`config.mk`:
```
export PLATFORM = sky130hd
export DESIGN_NAME = pdsr_regs
export DESIGN_NICKNAME = d
export VERILOG_FILES = /design/src/rtl/pdsr_pkg.sv /design/src/rtl/pdsr_divider.sv /design/src/rtl/pdsr_loss_status.sv /design/src/rtl/pdsr_regs.sv
export VERILOG_INCLUDE_DIRS = /design/src /design/src/rtl
export SDC_FILE = /design/constraint.sdc
export NUM_CORES = 1
export LEC_CHECK = 0
export BUFFER_PORTS_ARGS = -buffer_cell sky130_fd_sc_hd__clkbuf_2
export CAP_MARGIN = 20
export CORE_ASPECT_RATIO = 2
export CORE_UTILIZATION = 67
export CTS_CLUSTER_DIAMETER = 30
export CTS_CLUSTER_SIZE = 10
export DETAILED_ROUTE_END_ITERATION = 6
export GPL_TIMING_DRIVEN = 0
export PLACE_DENSITY = 0.86
export SLEW_MARGIN = 20
export SYNTH_ARGS = -nofsm -noshare
export SYNTH_HDL_FRONTEND = slang
export SYNTH_HIERARCHICAL = 1
export SYNTH_SLANG_ARGS = --single-unit
```
`constraint.sdc`:
```
create_clock -name clk -period 4.91 [get_ports clk]
set_input_delay 0.491 -clock clk [delete_from_list [all_inputs] [get_ports clk]]
set_output_delay 0.491 -clock clk [all_outputs]
set_load 0.03 [all_outputs]
```
`src/rtl/pdsr_cfg.svh`:
```
// Constants of the divider and input status register slice.
// What this block does
// - Feedback divider bits 15:8 and 7:0 are two RW byte registers feeding the phase detector.
// - After reset the feedback divider low byte reads 0xf9 and the middle byte reads 0x00.
// - Input one divider has 19 bits over three registers, 18:16 in bits 2:0, 7:3 reserved RO.
// - Input dividers take every ratio from 1 to 2 to the 19; software programs only that range.
// - After reset input one divider low byte reads 0x09 and its top field reads zero.
// - Input two has its own 19-bit divider split the same way, top bits in the low three bits.
// - Band codes sit in bits 5:3 for input two and 2:0 for input one; codes 6 and 7 are reserved.
// - Status bit 0 reads 1 only while input one is selected and has no signal loss.
// - Status bit 1 reads 1 only while input two is selected and has no signal loss.
// - The active input status register keeps bits 7:2 reserved and read-only.
// - The live signal loss bit of each input reads 1 while its loss alarm exists.
// - Feedback divider bits 19:16 sit in bits 3:0 of the register just before the middle byte.
`ifndef PDSR_CFG_SVH
`define PDSR_CFG_SVH
`define PDSR_ADDR_FB_TOP 8'h28
`define PDSR_ADDR_FB_MID 8'h29
`define PDSR_ADDR_FB_LOW 8'h2a
`define PDSR_ADDR_IN1_HIGH 8'h2b
`define PDSR_ADDR_IN1_MID 8'h2c
`define PDSR_ADDR_IN1_LOW 8'h2d
`define PDSR_ADDR_IN2_HIGH 8'h2e
`define PDSR_ADDR_IN2_MID 8'h2f
`define PDSR_ADDR_IN2_LOW 8'h30
`define PDSR_ADDR_BAND 8'h37
`define PDSR_ADDR_ACTIVE 8'h80
`define PDSR_ADDR_LOSS 8'h81
`define PDSR_RST_FB 20'h0_00f9
`define PDSR_RST_IN1 19'h0_0009
`define PDSR_RST_IN2 19'h0_0000
`define PDSR_RST_BAND 6'h00
`define PDSR_BAND_MAX 3'h5
`endif

```
`src/rtl/pdsr_pkg.sv`:
```
// Types of the divider and input status register slice.
package pdsr_pkg;
  typedef struct packed {
    logic [19:0] fb_div;
    logic [18:0] in1_div;
    logic [18:0] in2_div;
    logic [2:0] band1;
    logic [2:0] band2;
    logic [7:0] rdata;
  } pdsr_state_t;
  typedef struct packed {
    logic [19:0] count;
    logic tick;
  } pdsr_div_state_t;
endpackage : pdsr_pkg

```
`src/rtl/pdsr_divider.sv`:
```
// Programmable divider that divides its input by the code plus one.
`timescale 1ns/1ps
`include "pdsr_cfg.svh"
module pdsr_divider
  import pdsr_pkg::*;
(
  input wire logic clk, // System clock.
  input wire logic reset_n, // Asynchronous reset, active low.
  input wire logic enable, // Source edge to be counted.
  input wire logic [19:0] code, // Divider code, ratio is code plus one.
  output logic tick // One pulse every code plus one source edges.
);
  pdsr_div_state_t st;
  pdsr_div_state_t next_st;

  // Counts source edges and pulses when the count reaches the code.
  always_comb begin
    next_st = st;
    next_st.tick = 1'b0;
    if (enable) begin
      if (st.count >= code) begin
        next_st.count = 20'h0_0000;
        next_st.tick = 1'b1;
      end else begin
        next_st.count = st.count + 20'h0_0001;
      end
    end
  end

  // Registers the divider state.
  always_ff @(posedge clk or negedge reset_n) begin
    if (!reset_n) begin
      st <= '0;
    end else begin
      st <= next_st;
    end
  end

  assign tick = st.tick;
endmodule : pdsr_divider

```
`src/rtl/pdsr_loss_status.sv`:
```
// Live loss and active input status of the two clock inputs.
`timescale 1ns/1ps
`include "pdsr_cfg.svh"
module pdsr_loss_status
  import pdsr_pkg::*;
(
  input wire logic clk, // System clock.
  input wire logic reset_n, // Asynchronous reset, active low.
  input wire logic [1:0] signal_loss, // Loss alarm per input, bit 0 is input one.
  input wire logic [1:0] input_select, // Selection per input, bit 0 is input one.
  output logic [1:0] active_flag, // Active reference flag per input.
  output logic [1:0] loss_live // Live loss indication per input.
);
  logic [3:0] st;
  logic [3:0] next_st;

  // Active only when selected and free of signal loss.
  always_comb begin
    next_st[1:0] = input_select & ~signal_loss;
    next_st[3:2] = signal_loss;
  end

  // Registers the flags.
  always_ff @(posedge clk or negedge reset_n) begin
    if (!reset_n) begin
      st <= 4'h0;
    end else begin
      st <= next_st;
    end
  end

  assign active_flag = st[1:0];
  assign loss_live = st[3:2];
endmodule : pdsr_loss_status

```
`src/rtl/pdsr_regs.sv`:
```
// Register slice holding the feedback and input dividers and input status.
`timescale 1ns/1ps
`include "pdsr_cfg.svh"
module pdsr_regs
  import pdsr_pkg::*;
(
  input wire logic clk, // System clock.
  input wire logic reset_n, // Asynchronous reset, active low.
  input wire logic [7:0] reg_addr, // Register address.
  input wire logic reg_write, // Write strobe, one cycle.
  input wire logic [7:0] reg_wdata, // Write data.
  output logic [7:0] reg_rdata, // Read data of the address of the previous cycle.
  input wire logic clock_input_one, // Input one edge enable.
  input wire logic clock_input_two, // Input two edge enable.
  input wire logic feedback_edge, // Feedback source edge enable.
  input wire logic [1:0] input_select, // Selected reference, bit 0 is input one.
  input wire logic [1:0] signal_loss, // Loss alarm, bit 0 is input one.
  output logic input1_tick, // Divided input one to the phase detector.
  output logic input2_tick, // Divided input two to the phase detector.
  output logic feedback_tick, // Divided feedback to the phase detector.
  output logic [2:0] input1_monitor_band, // Offset alarm band of input one.
  output logic [2:0] input2_monitor_band // Offset alarm band of input two.
);
  pdsr_state_t st;
  pdsr_state_t next_st;
  logic [1:0] active_flag;
  logic [1:0] loss_live;

  // Keeps a band field when the written code is reserved, else takes the written code.
  function automatic logic [2:0] band_next(input logic [2:0] cur, input logic [2:0] wr);
    band_next = (wr > `PDSR_BAND_MAX) ? cur : wr;
  endfunction : band_next

  // Register writes and read data.
  always_comb begin
    next_st = st;
    if (reg_write) begin
      unique case (reg_addr)
        `PDSR_ADDR_FB_TOP: next_st.fb_div[19:16] = reg_wdata[3:0];
        `PDSR_ADDR_FB_MID: next_st.fb_div[15:8] = reg_wdata;
        `PDSR_ADDR_FB_LOW: next_st.fb_div[7:0] = reg_wdata;
        `PDSR_ADDR_IN1_HIGH: next_st.in1_div[18:16] = reg_wdata[2:0];
        `PDSR_ADDR_IN1_MID: next_st.in1_div[15:8] = reg_wdata;
        `PDSR_ADDR_IN1_LOW: next_st.in1_div[7:0] = reg_wdata;
        `PDSR_ADDR_IN2_HIGH: next_st.in2_div[18:16] = reg_wdata[2:0];
        `PDSR_ADDR_IN2_MID: next_st.in2_div[15:8] = reg_wdata;
        `PDSR_ADDR_IN2_LOW: next_st.in2_div[7:0] = reg_wdata;
        `PDSR_ADDR_BAND: begin
          next_st.band1 = band_next(st.band1, reg_wdata[2:0]);
          next_st.band2 = band_next(st.band2, reg_wdata[5:3]);
        end
        default: begin
        end
      endcase
    end
    unique case (reg_addr)
      `PDSR_ADDR_FB_TOP: next_st.rdata = {4'h0, st.fb_div[19:16]};
      `PDSR_ADDR_FB_MID: next_st.rdata = st.fb_div[15:8];
      `PDSR_ADDR_FB_LOW: next_st.rdata = st.fb_div[7:0];
      `PDSR_ADDR_IN1_HIGH: next_st.rdata = {5'h00, st.in1_div[18:16]};
      `PDSR_ADDR_IN1_MID: next_st.rdata = st.in1_div[15:8];
      `PDSR_ADDR_IN1_LOW: next_st.rdata = st.in1_div[7:0];
      `PDSR_ADDR_IN2_HIGH: next_st.rdata = {5'h00, st.in2_div[18:16]};
      `PDSR_ADDR_IN2_MID: next_st.rdata = st.in2_div[15:8];
      `PDSR_ADDR_IN2_LOW: next_st.rdata = st.in2_div[7:0];
      `PDSR_ADDR_BAND: next_st.rdata = {2'h0, st.band2, st.band1};
      `PDSR_ADDR_ACTIVE: next_st.rdata = {6'h00, active_flag};
      `PDSR_ADDR_LOSS: next_st.rdata = {5'h00, loss_live, 1'b0};
      default: next_st.rdata = 8'h00;
    endcase
  end

  // Registers the whole state.
  always_ff @(posedge clk or negedge reset_n) begin
    if (!reset_n) begin
      st.fb_div <= `PDSR_RST_FB;
      st.in1_div <= `PDSR_RST_IN1;
      st.in2_div <= `PDSR_RST_IN2;
      {st.band2, st.band1} <= `PDSR_RST_BAND;
      st.rdata <= 8'h00;
    end else begin
      st <= next_st;
    end
  end

  // Status of the two inputs.
  pdsr_loss_status u_status (
    .clk(clk),
    .reset_n(reset_n),
    .signal_loss(signal_loss),
    .input_select(input_select),
    .active_flag(active_flag),
    .loss_live(loss_live)
  );

  // Input dividers cover ratios 1 to 2 to the 19.
  pdsr_divider u_in1 (
    .clk(clk),
    .reset_n(reset_n),
    .enable(clock_input_one),
    .code({1'b0, st.in1_div}),
    .tick(input1_tick)
  );
  pdsr_divider u_in2 (
    .clk(clk),
    .reset_n(reset_n),
    .enable(clock_input_two),
    .code({1'b0, st.in2_div}),
    .tick(input2_tick)
  );
  pdsr_divider u_fb (
    .clk(clk),
    .reset_n(reset_n),
    .enable(feedback_edge),
    .code(st.fb_div),
    .tick(feedback_tick)
  );

  assign reg_rdata = st.rdata;
  assign input1_monitor_band = st.band1;
  assign input2_monitor_band = st.band2;
endmodule : pdsr_regs

```
==> impl_metrics.py, run 1 <==
metrics = {
    "hold_path": {
        "hold_path.class": "input port to asynchronous set/reset pin",
    },
    "run": {
        "drv_cap": 0,
    },
    "pwr": {
        "p_clk_share_pct": 41.8,
        "switching_share_pct": 28.58,
        "combPwrFrac_pct": 19.2,
        "p_per_area_nw_per_um2": 356.4,
        "p_sw_mw": 0.9683,
        "ir_drop_v": 0.0003470,
        "p_leak_nw": 4.560,
        "p_seq_share_pct": 39.0,
        "intPower_mw": 2.420,
    },
    "synth": {
        "ys_ff_latch": 139,
        "ys.flop_type": "dfrtp_1",
        "synth.most_common_cell": "dfrtp_1",
        "synthTopCellsByArea": "dfrtp_1 39%, ha_1 9.3%, mux2_2 7.7%",
        "syn_inst": 787,
        "synth-edff-count": 0,
        "synth_top_cell_by_area": "dfrtp_1",
        "ys_seq_area_share_pct": 41.31,
        "synthesis.area_um2": 8444,
        "synthDistinctLibCells": 74,
        "postSynthAreaPerCell_um2": 10.73,
        "synthTopCellsByCount": "131 x dfrtp_1, 70 x inv_1, 63 x ha_1",
        "synthArstFlopShare_pct": 100.0,
        "yosysWarnings": 6,
        "synth.top_cell.area_share_pct": 38.82,
    },
    "critical_path": {
        "crit_path_start_kind": "flop",
        "reg2regPathDepth": 7,
        "worst-path-max-fanout": 9,
        "worstPathRequired_ns": 5.23,
        "path_class": "flop to flop",
        "crit_path_end_kind": "flop",
        "crit_arrival_ns": 2.98,
    },
    "floorplan": {
        "num_rows": 57,
        "pin_count": 43,
        "initial_core_util_pct": 69.24,
        "die_w_um": 81.39,
        "fp.dieArea_um2": 13080,
        "die_h_um": 160.8,
        "core-area_um2": 12200,
    },
    "timing": {
        "min_period_ns": 2.658,
        "layout_setup_ws_ns": 2.252,
        "fmax_mhz": 376.3,
        "hold_viol": 0,
        "setup_viol": 0,
        "fin_crit_sh_pct": 54.13,
        "setup_tns_ns": 0,
        "relSlewSlack_pct": 49.39,
        "rsz0062_at_grt": "no",
        "final_max_slew_viol_count": 0,
        "clock_skew_ns": 0.009364,
        "worst_slew_pin_slew_ns": 0.7592,
    },
    "cts": {
        "clockRootBuffer": "clkbuf_16",
        "cts_buffer_depth": 2,
        "cts_htree_levels": 4,
        "clkTransAtPathRegs_ns": 0.06,
        "worstSkewPairLatency_ns": 0.41,
        "clock_sinks": 139,
        "cts_tree": "built",
        "cts_buffers": 17,
        "cts-resized-gates": 0,
        "postCtsSetupBuffers": 0,
        "cts_hold_buf": 0,
    },
    "placement": {
        "hpwl_um": 15650,
        "gp_congestion": 0.9646,
        "dp.cells": 973,
        "portBuffers": 37,
        "pre_cts_slack_ns": 2.409,
        "placed_area_um2": 8853,
    },
    "finish": {
        "fin_util_pct": 77.96,
        "syn_to_final_growth_pct": 12.59,
        "fin_nets": 934,
        "fin_cells": 1005,
        "fillCellCount": 770,
        "final_layout_size_suffix_gt1_share_pct": 26.34,
        "final_area_um2": 9508,
        "diodes": 0,
    },
    "detailed_routing": {
        "ant_nets": 0,
        "dr.pass1.iters": 6,
        "routed_wl_um": 21230,
        "viasPerCell": 6.260,
        "vias": 6291,
        "routedWlPerCell_um": 21.13,
        "drt_iter0_drc": 412,
        "drt_drc_violations_left": 0,
    },
    "global_route": {
        "antenna_found_initial": 0,
        "grt_max_degree": 77,
        "first_global_vias": 6833,
        "grt.total_usage_pct": 35.57,
        "gr-total-overflow": 0,
        "grt_pass1_wl_um": 34200,
    },
    "status": {
        "status": "finished clean",
    },
}
-- layout make-up --
| type | instances | area [µm²] | share of cell area (%) |
|---|---|---|---|
| flip-flops and latches | 139 | 3488 | 36.69 |
| plain buffers | 40 | 304.0 | 3.198 |
| repair buffers | 38 | 221.5 | 2.329 |
| inverters | 70 | 262.8 | 2.764 |
| multi-input cells | 539 | 4393 | 46.20 |
| well taps | 147 | 183.9 | 1.934 |
| clock buffers | 22 | 464.2 | 4.882 |
| clock inverters | 10 | 190.2 | 2.000 |
-- path summary, 6_finish.rpt --
path                                          start                       end  slack (ns)
setup reg to reg           u_in1/st[10]$_DFFE_PN0P_   u_in1/st[5]$_DFFE_PN0P_        2.25
min in group clk                     signal_loss[1]  u_status/st[3]$_DFF_PN0_        0.22
max in group asynchronous                   reset_n        st[52]$_DFFE_PN1P_        4.11
hold / removal                              reset_n  u_in1/st[10]$_DFFE_PN0P_        0.04
setup / recovery           u_in1/st[10]$_DFFE_PN0P_   u_in1/st[5]$_DFFE_PN0P_        2.25
hold reg to reg              u_fb/st[1]$_DFFE_PN0P_    u_fb/st[1]$_DFFE_PN0P_        0.54
-- state kept, by name (all words and copies together) (netlist names) --
| register | count |
|---|---|
| u_fb/st | 20 |
| u_status/st | 4 |
| u_in1/tick | 1 |
| u_in2/st | 20 |
| reg_rdata | 8 |
| input2_monitor_band | 3 |
| st | 58 |
| u_fb/tick | 1 |
| u_in1/st | 20 |
| u_in2/tick | 1 |
| input1_monitor_band | 3 |
-- kinds of logic after synthesis --
family          count (synthesis)  synth area share, %
other cells                     1              0.04441
fa+ha+maj                      63                9.335
buf+inv                       110                6.712
flops                         139                41.31
mux                            73                10.39
compound gates                 99                8.979
xor+xnor                       47                4.875
simple gates                  255                18.36
-- placed cells by master (no fill, tap or decap), drive strengths merged, types with 17 or more instances in the layout --
cell / synthesis / routed
nor2: 77 / 77
dfrtp: 131 / 131
mux2: 67 / 67
inv: 70 / 70
xor2: 27 / 27
nand4: 17 / 17
a21oi: 19 / 19
o21ai: 19 / 19
nand2: 54 / 54
and3: 24 / 24
xnor2: 20 / 20
ha: 63 / 63
buf: 36 / 37
clkbuf: 4 / 63
nand3: 31 / 31
-- worst max-delay path, cell delays in order (launching register included) --
cell and delay [ns]:
dfrtp_1 0.45, ha_1 0.35, a21o_1 0.17, a221o_1 0.35
a221oi_2 0.37, o211ai_2 0.27, or4_1 0.53, o221ai_1 0.08
-- per-layer routing --
metal | global-route usage (%) | up-vias | wire length (µm) | share of wire [%]
met5 | 0 | - | 0 | 0
li1 | - | 2877 | - | -
met2 | 62.77 | 232 | 11690 | 55
met4 | 25.73 | 0 | 1548 | 7.3
met1 | 35.58 | 3082 | 7119 | 34
met3 | 6.477 | 100 | 877 | 4.1
-- stage by stage --
step | power, mW | hold WS (ns)
after floorplan | 1.772 | 0.1954
after global placement | 1.924 | 0.5043
after detailed placement | 1.972 | 0.5136
after CTS | 3.396 | 0.06710
after global routing | 3.521 | 0.08992
final | 3.389 | 0.03754
-- power by group through the flow --
stage               Sequential, mW  Clock (mW)  Combinational [mW]
floorplan                     1.32           0               0.452
global placement              1.33           0               0.592
detailed placement            1.34           0               0.635
CTS                           1.32        1.43               0.650
global route                  1.33        1.48               0.710
finish                        1.32        1.41               0.652
No activity file was read; power rests on OpenSTA's default activity.
==> inputs of run 2 (changes only) <==
CORE_UTILIZATION = 56   (was 67)
PLACE_DENSITY = 0.77   (was 0.86)
clock period = 2.4 ns   (was 4.91 ns; I/O delays follow)
==> impl_metrics.py, run 2 (synthesis results as in run 1) <==
metrics = {
    "status": {
        "status": "finished clean",
    },
    "timing": {
        "final_max_slew_viol_count": 0,
        "min_period_ns": 2.356,
        "clock_skew_ns": 0.007879,
        "setup_viol": 0,
        "relSlewSlack_pct": 49.48,
        "hold_viol": 0,
        "fmax_mhz": 424.4,
        "layout_setup_ws_ns": 0.04366,
        "fin_crit_sh_pct": 98.18,
        "worst_slew_pin_slew_ns": 0.7578,
        "rsz0062_at_grt": "yes",
    },
    "cts": {
        "clockRootBuffer": "clkbuf_16",
        "clock_sinks": 139,
        "cts_buffer_depth": 2,
        "cts_htree_levels": 4,
        "cts_tree": "built",
        "clkTransAtPathRegs_ns": 0.06,
        "worstSkewPairLatency_ns": 0.42,
        "cts_buffers": 17,
    },
    "hold_path": {
        "hold_path.class": "input port to flop",
        "hold_path.startpoint": "input_select[0]",
        "holdPathStages": 2,
        "whs_endpoint": "u_status/st[0]$_DFF_PN0_",
    },
    "pwr": {
        "p_per_area_nw_per_um2": 713.5,
        "p_total_mw": 6.978,
        "intPower_mw": 4.999,
        "p_clk_share_pct": 41.0,
        "p_seq_share_pct": 38.7,
        "ir_drop_v": 0.0006237,
        "p_sw_mw": 1.978,
        "p_leak_nw": 4.663,
        "combPwrFrac_pct": 20.2,
        "switching_share_pct": 28.35,
    },
    "critical_path": {
        "crit_family": "compound AO/OA/AOI/OAI gates",
        "max_stage_delay_ns": 0.52,
        "crit_path_start_kind": "flop",
        "path_buf_inv": 0,
        "worst-path-max-fanout": 4,
        "reg2regPathDepth": 7,
        "critPathLaunch": "u_in1/st[10]$_DFFE_PN0P_",
        "timing.rr.start": "u_in1/st[10]$_DFFE_PN0P_",
        "path_depth": 7,
        "reg2reg_slack_ns": 0.04,
        "worstPathRequired_ns": 2.73,
        "regToRegEndpoint": "u_in1/st[5]$_DFFE_PN0P_",
        "path_class": "flop to flop",
        "critPathSlowestCell": "or4_1",
        "crit_path_end_kind": "flop",
        "cp_cell_sequence": "ha_1 -> a21o_1 -> a221o_1 -> a221oi_2 -> o211ai_2 -> or4_1 -> o221ai_2",
        "crit_arrival_ns": 2.69,
    },
    "finish": {
        "final_common_cell": "dfrtp_1",
        "final_cell_mix": "130 x dfrtp_1, 69 x inv_1, 61 x ha_1, 58 x mux2_2, 54 x nor2_1",
        "final_layout_size_suffix_gt1_share_pct": 29.19,
        "multi_input_area_um2": 4462,
        "regArea_um2": 3490,
        "fin_nets": 953,
        "diodes": 0,
        "syn_to_final_growth_pct": 15.81,
        "fin_util_pct": 66.34,
        "largest_register": "st",
        "largest_register_ff_count": 58,
        "final_area_um2": 9779,
        "fillCellCount": 1160,
    },
    "floorplan": {
        "initial_core_util_pct": 57.29,
        "fp.dieArea_um2": 15600,
        "num_rows": 63,
        "die_w_um": 88.83,
        "die_h_um": 175.7,
        "core-area_um2": 14740,
        "pin_count": 43,
    },
    "detailed_routing": {
        "viasPerCell": 5.696,
        "drt_drc_violations_left": 0,
        "vias": 6106,
        "routedWlPerCell_um": 18.73,
        "routed_wl_um": 20080,
        "dr.pass1.iters": 5,
        "drt_iter0_drc": 330,
        "ant_nets": 0,
    },
    "placement": {
        "gp_congestion": 0.9640,
        "placed_area_um2": 8914,
        "pre_cts_slack_ns": -0.07620,
        "portBuffers": 37,
        "hpwl_um": 14370,
    },
    "global_route": {
        "grt_max_degree": 81,
        "antenna_found_initial": 0,
        "gr-total-overflow": 0,
        "grt_pass1_wl_um": 31890,
        "grt.total_usage_pct": 27.79,
        "first_global_vias": 6370,
    },
    "run": {
        "drv_cap": 0,
    },
}
## run 2: repair_timing
item / CTS / global route
endpoints found under the setup margin: 11 / 21
hold endpoints to repair: 63 / 0
pin swaps: 1 / 7
gates resized for setup: 0 / 18
setup buffers: 4 / 12
hold buffers: 3 / 0
## run 2: worst max path at each step
stage                                          end
after floorplan            u_in1/st[5]$_DFFE_PN0P_
after global placement     u_fb/st[16]$_DFFE_PN0P_
after detailed placement   u_in1/st[5]$_DFFE_PN0P_
after CTS                 u_in1/st[16]$_DFFE_PN0P_
after global routing       u_in1/st[5]$_DFFE_PN0P_
final                      u_in1/st[5]$_DFFE_PN0P_
## run 2: power by group through the flow
stage	logic, mW	registers (mW)	clock network [mW]
after global routing	1.57	2.73	2.99
after CTS	1.32	2.70	2.91
final	1.41	2.70	2.86
after detailed placement	1.28	2.73	0
after floorplan	0.924	2.70	0
after global placement	1.23	2.73	0
## run 2: cell type report
type                       instances  area share, %
inverter                          70          2.687
clock inverter                    10          1.958
buffer                            40          3.109
tap                              195          2.495
timing repair buffer              57          3.800
sequential                       139          35.68
clock buffer                      22          4.644
multi-input combinational        539          45.62
## run 2: layer usage
metal / routed length [µm] / global-route usage, % / share of wire [%]
met3: 491 / 4.840 / 2.4
met5: 0 / 0 / 0
met1: 7249 / 28.71 / 36
met4: 1003 / 16.40 / 5.0
met2: 11330 / 50.48 / 56
## run 2: stage by stage
stage                     hold WS [ns]  TNS, ns  cells
after global routing           0.02745  -0.3865   1072
final                          0.03998        0   1072
after detailed placement        0.2420  -0.5691   1021
after CTS                      0.02239        0   1060
after global placement          0.3957  -154.99   1020
after floorplan               -0.05559        0    788
==> inputs of run 3 (changes only) <==
CORE_ASPECT_RATIO = 0.6   (was 2)
==> impl_metrics.py, run 3 (synthesis results as in run 1) <==
metrics = {
    "critical_path": {
        "worstPathRequired_ns": 2.76,
        "max_stage_delay_ns": 0.42,
        "critPathSlowestCell": "dfrtp_1",
        "crit_family": "compound AO/OA/AOI/OAI gates",
        "path_buf_inv": 2,
        "critPathLaunch": "u_in1/st[11]$_DFFE_PN0P_",
        "cp_common_cell": "and2_4",
        "reg2reg_slack_ns": 0.06,
        "timing.rr.start": "u_in1/st[11]$_DFFE_PN0P_",
        "crit_path_end_kind": "flop",
        "cp_cell_sequence": "ha_1 -> and2_4 -> a221o_1 -> a221oi_4 -> o211ai_4 -> and2_4 -> buf_6 -> buf_12 -> nor2_1",
        "worst-path-max-fanout": 10,
        "crit_arrival_ns": 2.70,
        "path_depth": 9,
        "regToRegEndpoint": "u_in1/st[17]$_DFFE_PN0P_",
        "reg2regPathDepth": 9,
        "crit_path_start_kind": "flop",
        "endpoint": "u_in1/st[17]$_DFFE_PN0P_",
        "path_class": "flop to flop",
    },
    "cts": {
        "cts_tree": "built",
        "clkTransAtPathRegs_ns": 0.06,
        "cts_htree_levels": 4,
        "cts_buffers": 17,
        "cts_buffer_depth": 2,
        "clock_sinks": 139,
        "clockRootBuffer": "clkbuf_16",
        "worstSkewPairLatency_ns": 0.43,
    },
    "timing": {
        "holdWs_ns": 0.04655,
        "worst_slew_pin_slew_ns": 0.7387,
        "final_max_slew_viol_count": 0,
        "fin_crit_sh_pct": 97.60,
        "fmax_mhz": 426.9,
        "relSlewSlack_pct": 50.75,
        "hold_viol": 0,
        "min_period_ns": 2.342,
        "clock_skew_ns": 0.008255,
        "layout_setup_ws_ns": 0.05768,
        "setup_viol": 0,
    },
    "detailed_routing": {
        "routedWlPerCell_um": 18.52,
        "drt_iter0_drc": 556,
        "dr.pass1.iters": 5,
        "vias": 6155,
        "ant_nets": 0,
        "drt_drc_violations_left": 0,
        "viasPerCell": 5.774,
        "routed_wl_um": 19740,
    },
    "finish": {
        "final_common_cell": "dfrtp_1",
        "syn_to_final_growth_pct": 14.94,
        "fillCellCount": 1083,
        "fin_nets": 944,
        "multi_input_area_um2": 4483,
        "regArea_um2": 3491,
        "final_cell_mix": "129 x dfrtp_1, 69 x inv_1, 60 x ha_1, 58 x mux2_2",
        "largest_register_ff_count": 58,
        "final_layout_size_suffix_gt1_share_pct": 28.80,
        "fin_util_pct": 66.52,
        "largest_register": "st",
        "diodes": 0,
    },
    "floorplan": {
        "die_w_um": 160.5,
        "core-area_um2": 14590,
        "die_h_um": 97.12,
        "pin_count": 43,
        "num_rows": 34,
        "fp.dieArea_um2": 15590,
        "initial_core_util_pct": 57.87,
    },
    "global_route": {
        "grt_max_degree": 84,
        "gr-total-overflow": 0,
        "grt.total_usage_pct": 26.90,
        "antenna_found_initial": 0,
        "first_global_vias": 5969,
        "grt_pass1_wl_um": 32340,
    },
    "pwr": {
        "ir_drop_v": 0.0005164,
        "p_leak_nw": 4.590,
        "p_per_area_nw_per_um2": 693.9,
    },
    "placement": {
        "portBuffers": 37,
        "gp_congestion": 0.9615,
        "hpwl_um": 13640,
        "pre_cts_slack_ns": -0.1581,
    },
    "run": {
        "drv_cap": 0,
    },
    "status": {
        "status": "finished clean",
    },
    "hold_path": {
        "hold_path.class": "input port to flop",
    },
}
-- run 3: changes by cell type in the layout (fill, tap and decap cells not counted), sizes merged --
cell / change
buf: -9
bufinv: -2
clkbuf: -1
clkinv: +1
clkinvlp: +2
-- run 3: repair_timing --
item,CTS,global route
endpoints found under the hold margin,56,0
pin swaps,2,8
buffers inserted,2,5
setup endpoints to repair,17,14
hold buffers,3,0
resized for setup,2,20
gates cloned,0,0
-- run 3: per-stage QoR --
stage               instances  instance area, µm²  setup TNS [ns]  total power, mW
global placement         1023                8881         -158.86            3.943
floorplan                 788                8448               0            3.624
CTS                      1061                9587               0            6.732
global route             1066                9706       -0.009933            7.028
finish                   1066                9706               0            6.735
detailed placement       1024                8917          -1.423            3.990
-- run 3: layer usage --
metal,part of all wire [%],global-route usage [%]
met4,1.3,8.059
met3,7.0,5.847
met2,41,36.36
met1,51,42.37
met5,0,0
-- run 3: area by class of cell --
cell class | count | area share (%)
Buffer | 40 | 3.223
Clock buffer | 21 | 4.744
Clock inverter | 11 | 1.483
Inverter | 70 | 2.707
Multi-Input combinational cell | 539 | 46.19
Sequential cell | 139 | 35.97
Tap cell | 198 | 2.553
Timing Repair Buffer | 48 | 3.133
-- run 3: worst min path at each step --
stage                     slack [ns]       startpoint                                 end  cells after the start
final                           0.05  input_select[0]            u_status/st[0]$_DFF_PN0_                      2
after global routing            0.04  input_select[0]            u_status/st[0]$_DFF_PN0_                      2
after CTS                       0.04  input_select[0]            u_status/st[0]$_DFF_PN0_                      2
after detailed placement        0.24          reset_n             u_in1/st[4]$_DFFE_PN0P_                      1
after global placement          0.40   signal_loss[0]            u_status/st[2]$_DFF_PN0_                      1
after floorplan                -0.06          reset_n  input1_monitor_band[0]$_DFFE_PN0P_                      0
-- run 3: power by group --
part / leakage, nW / switching, mW / total (mW) / internal (mW)
clock: 0.285 / 1.02 / 2.70 / 1.68
combinational: 2.43 / 0.769 / 1.33 / 0.559
sequential: 1.87 / 0.191 / 2.70 / 2.51
total: 4.59 / 1.98 / 6.73 / 4.75
